$ cat config.mk
export PLATFORM = sky130hd
export DESIGN_NAME = aux_pin_sync_select
export DESIGN_NICKNAME = d
export VERILOG_FILES = /design/src/aux_pin_pkg.sv /design/src/aux_pin_edge.sv /design/src/aux_pin_sync_select.sv
export SDC_FILE = /design/constraint.sdc
export NUM_CORES = 1
export LEC_CHECK = 0
export BUFFER_PORTS_ARGS = -buffer_cell sky130_fd_sc_hd__clkbuf_2
export CAP_MARGIN = 5
export CORE_UTILIZATION = 30
export DETAILED_ROUTE_END_ITERATION = 7
export PLACE_DENSITY = 0.61
export SLEW_MARGIN = 20
export SYNTH_ARGS = -nofsm -noshare
export SYNTH_HDL_FRONTEND = slang
export SYNTH_HIERARCHICAL = 1
export SYNTH_SLANG_ARGS = --single-unit
$ cat constraint.sdc
create_clock -name CLK_SYS -period 1.51 [get_ports CLK_SYS]
set_input_delay 0.302 -clock CLK_SYS [delete_from_list [all_inputs] [get_ports CLK_SYS]]
set_output_delay 0.302 -clock CLK_SYS [all_outputs]
set_load 0.02 [all_outputs]
$ cat src/aux_pin_pkg.sv
package aux_pin_pkg;

    // ------------------------------------------------------------------
    // Register map
    // ------------------------------------------------------------------
    localparam logic [7:0] OFS_CTRL = 8'h00;
    localparam logic [7:0] OFS_STATUS = 8'h04;
    localparam logic [7:0] OFS_EXT_COUNT = 8'h08;
    localparam logic [7:0] OFS_EVENT_COUNT = 8'h0c;

    // Control word fields
    localparam int CTRL_FUNC_LSB = 0;
    localparam int CTRL_FUNC_W = 4;
    localparam int CTRL_FORCE_BIT = 4;
    localparam logic [3:0] CTRL_FUNC_RESET = 4'h0;

    // Status word fields
    localparam int STAT_FIRST_OE_BIT = 0;
    localparam int STAT_SECOND_OE_BIT = 1;
    localparam int STAT_EXT_TIMING_BIT = 2;
    localparam int STAT_TARGET_BIT = 3;
    localparam int STAT_CONTROLLER_BIT = 4;
    localparam int STAT_RESERVED_BIT = 5;
    localparam int STAT_PENDING_BIT = 6;

    localparam int COUNT_W = 16;

    // ------------------------------------------------------------------
    // Function codes
    // ------------------------------------------------------------------
    localparam logic [3:0] FUNC_MUX_INT = 4'h0;
    localparam logic [3:0] FUNC_MUX_EXT = 4'h1;
    localparam logic [3:0] FUNC_SMP_IN_INT = 4'h2;
    localparam logic [3:0] FUNC_SMP_IN_EXT = 4'h3;
    localparam logic [3:0] FUNC_SMP_OUT_INT = 4'h4;
    localparam logic [3:0] FUNC_SMP_OUT_EXT = 4'h5;
    localparam logic [3:0] FUNC_EXP_IN = 4'h6;
    localparam logic [3:0] FUNC_EXP_OUT_INT = 4'h7;
    localparam logic [3:0] FUNC_EXP_OUT_EXT = 4'h8;
    localparam logic [3:0] FUNC_PIN_SYNC = 4'h9;

    // ------------------------------------------------------------------
    // Carriers
    // ------------------------------------------------------------------
    typedef struct packed {
        logic psel;
        logic penable;
        logic pwrite;
        logic [7:0] paddr;
        logic [31:0] pwdata;
    } apb_req_t;

    typedef struct packed {
        logic pready;
        logic pslverr;
        logic [31:0] prdata;
    } apb_rsp_t;

    // From the exposure sequencer
    typedef struct packed {
        logic mux_states_enabled;
        logic high_bank_exposure;
        logic sample_level;
        logic exposure_level;
        logic osc_tick;
    } seq_status_t;

    // To the exposure sequencer
    typedef struct packed {
        logic timebase_tick;
        logic sample_trigger;
        logic exposure_trigger;
        logic seq_abort;
        logic seq_restart;
        logic ext_timing;
        logic trigger_timing;
    } seq_ctrl_t;

    typedef struct packed {
        logic o;
        logic oe;
    } pin_drive_t;

    typedef enum logic [0:0] {
        SYNC_IDLE,
        SYNC_WAIT_CLK
    } sync_state_t;

endpackage

$ cat src/aux_pin_edge.sv
module aux_pin_edge #(
    parameter int W = 2
) (
    // Clock and reset
    input wire logic clk,
    input wire logic rstn,
    input wire logic ce,
    // Levels in, edges out
    input wire logic [W-1:0] level,
    output logic [W-1:0] rise,
    output logic [W-1:0] fall
);
    typedef struct packed {
        logic [W-1:0] prev;
    } edge_state_t;

    edge_state_t s_q;
    edge_state_t s_d;

    always_comb begin
        s_d = s_q;
        if (ce) begin
            s_d.prev = level;
        end
    end

    always_ff @(posedge clk) begin
        if (!rstn) begin
            s_q <= '0;
        end else begin
            s_q <= s_d;
        end
    end

    // ------------------------------------------------------------------
    // Edge per pin
    // ------------------------------------------------------------------
    for (genvar i = 0; i < W; i++) begin : g_edge
        assign rise[i] = level[i] & ~s_q.prev[i];
        assign fall[i] = ~level[i] & s_q.prev[i];
    end
endmodule

$ cat src/aux_pin_sync_select.sv
// Operation
// RULE1 - Mux pin drives low on LED4-6 exposures, high otherwise, when states A-C used.
// RULE2 - Mux pin floats when no A, B or C state is in the sequence.
// RULE3 - Code 0000: first pin mux, second disabled, internal oscillator timing.
// RULE4 - Code 0001: first pin mux, second pin external clock sets all timing.
// RULE5 - Code 0010: first pin sample trigger input, second mux, internal timing.
// RULE6 - Code 0011: first pin sample trigger input, second pin external clock.
// RULE7 - Codes 0100/0101: first pin drives sample timing; 0100 mux, 0101 external clock.
// RULE8 - Code 0110: first pin exposure trigger sets all timing, second pin mux.
// RULE9 - Codes 0111/1000: first pin drives exposure timing; 0111 internal, 1000 external.
// RULE10 - Code 1001: first pin fall aborts, restart on next second pin rise.
// RULE11 - Paired devices share rate, integration, averaging, timestamp and FIFO settings.
// RULE12 - Paired devices use equal slot counts and matching ambient slot positions.
// RULE13 - Both use the same trigger type; configure target before controller.
// RULE14 - Interrupt only on controller; read controller then target, equal counts.
// RULE15 - Codes above 1001 are reserved; both pins stay undriven.
//
// The APB slave port and the register addresses are this design's own decisions.
module aux_pin_sync_select
    import aux_pin_pkg::*;
(
    // Clock, reset, enable
    input wire logic CLK_SYS,
    input wire logic RSTN,
    input wire logic CE,
    // APB slave
    input wire aux_pin_pkg::apb_req_t APB_REQ,
    output aux_pin_pkg::apb_rsp_t APB_RSP,
    // Sequencer side
    input wire aux_pin_pkg::seq_status_t SEQ_STATUS,
    output aux_pin_pkg::seq_ctrl_t SEQ_CTRL,
    // First auxiliary pin
    input wire logic FIRST_AUX_PIN_I,
    output logic FIRST_AUX_PIN_O,
    output logic FIRST_AUX_PIN_OE,
    // Second auxiliary pin
    input wire logic SECOND_AUX_PIN_I,
    output logic SECOND_AUX_PIN_O,
    output logic SECOND_AUX_PIN_OE
);
    import aux_pin_pkg::*;

    // ------------------------------------------------------------------
    // State
    // ------------------------------------------------------------------
    typedef struct packed {
        logic [3:0] func;
        logic force_req;
        sync_state_t sync;
        logic [COUNT_W-1:0] ext_count;
        logic [COUNT_W-1:0] event_count;
        apb_rsp_t rsp;
        seq_ctrl_t ctrl;
        pin_drive_t first;
        pin_drive_t second;
    } state_t;

    state_t s_q;
    state_t s_d;

    logic [1:0] pin_rise;
    logic [1:0] pin_fall;

    aux_pin_edge #(
        .W(2)
    ) u_edge (
        .clk(CLK_SYS),
        .rstn(RSTN),
        .ce(CE),
        .level({SECOND_AUX_PIN_I, FIRST_AUX_PIN_I}),
        .rise(pin_rise),
        .fall(pin_fall)
    );

    // ------------------------------------------------------------------
    // Decode of the function code
    // ------------------------------------------------------------------
    logic first_is_mux;
    logic first_smp_in;
    logic first_exp_in;
    logic first_smp_out;
    logic first_exp_out;
    logic first_sync_in;
    logic second_is_mux;
    logic second_is_clk;
    logic code_reserved;
    pin_drive_t mux_drive;

    always_comb begin
        first_is_mux = 1'b0;
        first_smp_in = 1'b0;
        first_exp_in = 1'b0;
        first_smp_out = 1'b0;
        first_exp_out = 1'b0;
        first_sync_in = 1'b0;
        second_is_mux = 1'b0;
        second_is_clk = 1'b0;
        code_reserved = 1'b0;
        unique case (s_q.func)
            FUNC_MUX_INT: begin
                first_is_mux = 1'b1; // RULE3
            end
            FUNC_MUX_EXT: begin
                first_is_mux = 1'b1; // RULE4
                second_is_clk = 1'b1; // RULE4
            end
            FUNC_SMP_IN_INT: begin
                first_smp_in = 1'b1; // RULE5
                second_is_mux = 1'b1; // RULE5
            end
            FUNC_SMP_IN_EXT: begin
                first_smp_in = 1'b1; // RULE6
                second_is_clk = 1'b1; // RULE6
            end
            FUNC_SMP_OUT_INT: begin
                first_smp_out = 1'b1; // RULE7
                second_is_mux = 1'b1; // RULE7
            end
            FUNC_SMP_OUT_EXT: begin
                first_smp_out = 1'b1; // RULE7
                second_is_clk = 1'b1; // RULE7
            end
            FUNC_EXP_IN: begin
                first_exp_in = 1'b1; // RULE8
                second_is_mux = 1'b1; // RULE8
            end
            FUNC_EXP_OUT_INT: begin
                first_exp_out = 1'b1; // RULE9
                second_is_mux = 1'b1; // RULE9
            end
            FUNC_EXP_OUT_EXT: begin
                first_exp_out = 1'b1; // RULE9
                second_is_clk = 1'b1; // RULE9
            end
            FUNC_PIN_SYNC: begin
                first_sync_in = 1'b1; // RULE10
                second_is_clk = 1'b1; // RULE10
            end
            default: begin
                // Undefined codes leave both pins floating
                code_reserved = 1'b1; // RULE15
            end
        endcase
    end

    // Mux control level; floats unless states A-C are in the sequence
    always_comb begin
        mux_drive.oe = SEQ_STATUS.mux_states_enabled; // RULE2
        mux_drive.o = ~SEQ_STATUS.high_bank_exposure; // RULE1
    end

    // ------------------------------------------------------------------
    // APB decode
    // ------------------------------------------------------------------
    logic apb_setup;
    logic apb_wr;
    logic addr_hit;
    logic [31:0] rd_word;

    assign apb_setup = APB_REQ.psel & ~APB_REQ.penable;
    assign apb_wr = APB_REQ.psel & APB_REQ.penable & APB_REQ.pwrite & s_q.rsp.pready;

    always_comb begin
        rd_word = '0;
        addr_hit = 1'b1;
        unique case (APB_REQ.paddr)
            OFS_CTRL: begin
                rd_word[CTRL_FUNC_LSB +: CTRL_FUNC_W] = s_q.func;
            end
            OFS_STATUS: begin
                rd_word[STAT_FIRST_OE_BIT] = s_q.first.oe;
                rd_word[STAT_SECOND_OE_BIT] = s_q.second.oe;
                rd_word[STAT_EXT_TIMING_BIT] = s_q.ctrl.ext_timing;
                rd_word[STAT_TARGET_BIT] = first_smp_in | first_exp_in;
                rd_word[STAT_CONTROLLER_BIT] = first_smp_out | first_exp_out;
                rd_word[STAT_RESERVED_BIT] = code_reserved;
                rd_word[STAT_PENDING_BIT] = (s_q.sync == SYNC_WAIT_CLK);
            end
            OFS_EXT_COUNT: begin
                rd_word[COUNT_W-1:0] = s_q.ext_count;
            end
            OFS_EVENT_COUNT: begin
                rd_word[COUNT_W-1:0] = s_q.event_count;
            end
            default: begin
                addr_hit = 1'b0;
            end
        endcase
    end

    // ------------------------------------------------------------------
    // Next state
    // ------------------------------------------------------------------
    logic ext_edge;
    logic trig_event;

    always_comb begin
        s_d = s_q;
        ext_edge = second_is_clk & pin_rise[1];
        trig_event = 1'b0;
        if (CE) begin
            // Register access: answer one cycle after setup, zero wait states
            s_d.rsp.pready = apb_setup;
            s_d.rsp.pslverr = apb_setup & ~addr_hit;
            s_d.rsp.prdata = (apb_setup & ~APB_REQ.pwrite) ? rd_word : '0;
            s_d.force_req = 1'b0;
            if (apb_wr && APB_REQ.paddr == OFS_CTRL) begin
                s_d.func = APB_REQ.pwdata[CTRL_FUNC_LSB +: CTRL_FUNC_W];
                // Self-clearing; never read back
                s_d.force_req = APB_REQ.pwdata[CTRL_FORCE_BIT];
            end

            // Timebase selection
            s_d.ctrl.ext_timing = second_is_clk; // RULE4
            s_d.ctrl.trigger_timing = first_exp_in; // RULE8
            if (first_exp_in) begin
                // Exposure trigger paces samples and exposures alike
                s_d.ctrl.timebase_tick = pin_rise[0]; // RULE8
            end else if (second_is_clk) begin
                s_d.ctrl.timebase_tick = ext_edge; // RULE4 RULE6 RULE10
            end else begin
                s_d.ctrl.timebase_tick = SEQ_STATUS.osc_tick; // RULE3 RULE5
            end
            if (ext_edge) begin
                s_d.ext_count = s_q.ext_count + 1'b1;
            end

            // Target role triggers
            s_d.ctrl.sample_trigger = first_smp_in & pin_rise[0]; // RULE5 RULE6
            s_d.ctrl.exposure_trigger = first_exp_in & pin_rise[0]; // RULE8

            // Forced resync from the pin, held until the clock edge
            s_d.ctrl.seq_abort = 1'b0;
            s_d.ctrl.seq_restart = 1'b0;
            unique case (s_q.sync)
                SYNC_IDLE: begin
                    if (first_sync_in && pin_fall[0]) begin
                        s_d.ctrl.seq_abort = 1'b1; // RULE10
                        s_d.sync = SYNC_WAIT_CLK;
                    end
                end
                SYNC_WAIT_CLK: begin
                    if (!first_sync_in) begin
                        // Leaving the mode drops a pending restart
                        s_d.sync = SYNC_IDLE;
                    end else if (ext_edge) begin
                        s_d.ctrl.seq_restart = 1'b1; // RULE10
                        s_d.sync = SYNC_IDLE;
                    end
                end
            endcase
            // Software resync aborts and restarts at once
            if (s_q.force_req) begin
                s_d.ctrl.seq_abort = 1'b1;
                s_d.ctrl.seq_restart = 1'b1;
            end

            trig_event = s_d.ctrl.sample_trigger | s_d.ctrl.exposure_trigger
                | s_d.ctrl.seq_restart;
            if (trig_event) begin
                s_d.event_count = s_q.event_count + 1'b1;
            end

            // First pin drive
            if (first_is_mux) begin
                s_d.first = mux_drive; // RULE1 RULE2
            end else if (first_smp_out) begin
                s_d.first.oe = 1'b1; // RULE7
                s_d.first.o = SEQ_STATUS.sample_level; // RULE7
            end else if (first_exp_out) begin
                s_d.first.oe = 1'b1; // RULE9
                s_d.first.o = SEQ_STATUS.exposure_level; // RULE9
            end else begin
                // Inputs, pin sync and reserved codes
                s_d.first = '0; // RULE15
            end

            // Second pin drive; disabled or clock input otherwise
            if (second_is_mux) begin
                s_d.second = mux_drive; // RULE1 RULE2
            end else begin
                s_d.second = '0; // RULE3 RULE15
            end
        end
    end

    always_ff @(posedge CLK_SYS) begin
        if (!RSTN) begin
            s_q.func <= CTRL_FUNC_RESET;
            s_q.force_req <= 1'b0;
            s_q.sync <= SYNC_IDLE;
            s_q.ext_count <= '0;
            s_q.event_count <= '0;
            s_q.rsp <= '0;
            s_q.ctrl <= '0;
            s_q.first <= '0;
            s_q.second <= '0;
        end else begin
            s_q <= s_d;
        end
    end

    // ------------------------------------------------------------------
    // Outputs, all registered
    // ------------------------------------------------------------------
    assign APB_RSP = s_q.rsp;
    assign SEQ_CTRL = s_q.ctrl;
    assign FIRST_AUX_PIN_O = s_q.first.o;
    assign FIRST_AUX_PIN_OE = s_q.first.oe;
    assign SECOND_AUX_PIN_O = s_q.second.o;
    assign SECOND_AUX_PIN_OE = s_q.second.oe;
endmodule

==> results by group <==
Global route
  • Grt ovf: 0
  • First-pass GRT wire length: 14500 um
  • GRT Overall Usage: 14.3%
  • Initial antenna violation count: 0
  • Number of global-route vias before repair: 2950
  • Largest net degree at the start of global routing: 38

Placement
  • DP Worst Slack: -184 ps
  • DP Cell Count: 660
  • DP HPWL: 6580 um
  • DP Area: 4310 um^2
  • Routability congestion estimate: 0.797
  • I/O Buffers: 54

Worst setup path
  • Worst-path fanout max: 8
  • Critical path capture point type: flip-flop
  • Data arrival time of the worst path: 1810 ps
  • CP max stage delay: 330 ps
  • Setup Crit Path Kind: flip-flop to flip-flop
  • Worst EP required: 1720 ps
  • Critical Path Slowest Stage Cell: dfxtp_2
  • CP startpoint kind: flip-flop
  • Sequence of cells on the critical path: nor2b_4 -> nand2_2 -> o221ai_4 -> clkbuf_16 -> nand4_1 -> xor2_1 -> nor2_1

Clocking
  • CTS tree: done
  • H-tree Lvls: 3
  • Clock sink count: 69
  • Total CTS buffers: 9
  • Clk buf depth: 2
  • Latest clock arrival within the worst-skew pair: 340 ps
  • CTS clk-pin slew, worst paths: 60 ps
  • Clock root cell: clkbuf_16

Synthesis
  • Mapped Cells: 434
  • Syn Area/Cell: 8.67 um^2
  • Post-synthesis cell area: 3760 um^2
  • Syn. warnings: 6

Die
  • Boundary Pins: 98
  • DIE AREA: 13000 um^2
  • Row count: 40
  • Core area: 12100 um^2
  • Initial Util: 31.1%
  • Die height: 114 um
  • Die X: 114 um

Finish
  • Multi-input logic area: 2100 um^2
  • Fin nets: 563
  • Share of layout cells above drive strength 1: 32.0%
  • Final Util: 39.8%
  • # diodes: 0
  • Reg area: 1400 um^2
  • FILL cells: 1218
  • Cell area after layout: 4820 um^2
  • Layout Cells excl Fill: 681
  • Area Growth Syn to Fin: 28.1%

Power and ir drop
  • Max VDD drop: 0.520 mV
  • Power density over cell area: 870 nW/um^2
  • Tot Pwr: 4.20 mW
  • Static Leak: 2.00 nW

STA
  • Final hold vios: 0
  • Achievable clock frequency: 0.623 GHz
  • Worst hold margin: 200 ps
  • Final WS setup: -95.5 ps
  • Clock Skews: 5.32 ps
  • Fin crit share: 106%
  • Setup-failing EPs final: 10
  • RSZ-0062 raised after global routing: true
  • Min Tclk post-route: 1610 ps
  • TNS Setup: -300 ps
  • Final Max Tran Viols: 0

Routing
  • Routed wire per std cell: 13.6 um
  • Routed wire length: 9270 um
  • Drt pass-1 iters: 5
  • Vias per std cell: 4.65
  • DRC: 0
  • Via count: 3166
  • Drt first-iter violations: 167
  • Post-DRT Antenna Nets: 0

Status
  • Outcome: complete, but fails checks
  • Failing checks: setup timing

Flow run
  • Max Cap Viol: 0

Hold path
  • Worst Hold Class: primary input to flip-flop
[repair_timing]
action | 4_1_cts | 5_1_grt
endpoints found under the hold margin | 0 | 0
gates cloned | 0 | 2
pin swaps | 0 | 14
setup endpoints to repair | 26 | 34
resized for setup | 8 | 28
setup buffers | 0 | 3
hold buffers | 0 | 0
[flip-flops by register name, indices dropped and copies added, names as in the netlist]
signal,count
SECOND_AUX_PIN_OE,1
SECOND_AUX_PIN_O,1
APB_RSP,18
s_q,38
u_edge/s_q,2
FIRST_AUX_PIN_OE,1
FIRST_AUX_PIN_O,1
SEQ_CTRL,7
[final timing paths]
kind | startpoint | to | slack, ps | cells past startpoint
setup / recovery | u_edge/s_q[1]$_SDFFE_PN0P_ | s_q[53]$_SDFFE_PN0P_ | -100 | 7
hold / removal | APB_REQ[2] | s_q[81]$_SDFFE_PN0P_ | 200 | 3
setup reg to reg | u_edge/s_q[1]$_SDFFE_PN0P_ | s_q[53]$_SDFFE_PN0P_ | -100 | 7
hold reg to reg | SEQ_CTRL[4]$_SDFFE_PN0P_ | SEQ_CTRL[4]$_SDFFE_PN0P_ | 460 | 2
[power by group]
| group | internal [mW] | total [mW] | switching (mW) |
|---|---|---|---|
| Clock | 1.28 | 2.07 | 0.790 |
| Combinational | 0.105 | 0.283 | 0.179 |
| Sequential | 1.83 | 1.84 | 0.0107 |
[cell type report]
cell class / instances / share of cell area, %
Clock buffer: 13 / 5.81
Multi-Input combinational cell: 303 / 43.5
Timing Repair Buffer: 111 / 15.9
Tap cell: 168 / 4.36
Sequential cell: 69 / 28.9
Inverter: 14 / 1.09
Clock inverter: 3 / 0.363
[per-layer routing]
| metal | global-route usage, % | up-vias | share of wire (%) |
|---|---|---|---|
| li1 | - | 1606 | - |
| met4 | 7.62 | 0 | 2.3 |
| met5 | 0 | - | 0 |
| met1 | 18.6 | 1477 | 47 |
| met3 | 2.23 | 16 | 3.6 |
| met2 | 22.8 | 67 | 47 |
[critical path, delay by kind of cell, from the launching register on]
kind,cells,cell delay (ps)
compound gates,1,290
buf+inv,1,220
simple gates,4,460
xor+xnor,1,180
flops,1,330
[layout by cell type (no fill, tap or decap), types with 14 or more instances in the layout]
cell type,n
a2bb2oi_1,14
buf_4,49
clkbuf_2,54
conb_1,16
dfxtp_1,64
inv_1,14
mux2i_1,22
nand2_1,27
nand4_1,14
nor2_1,65
(Power assumes the default switching activity.)
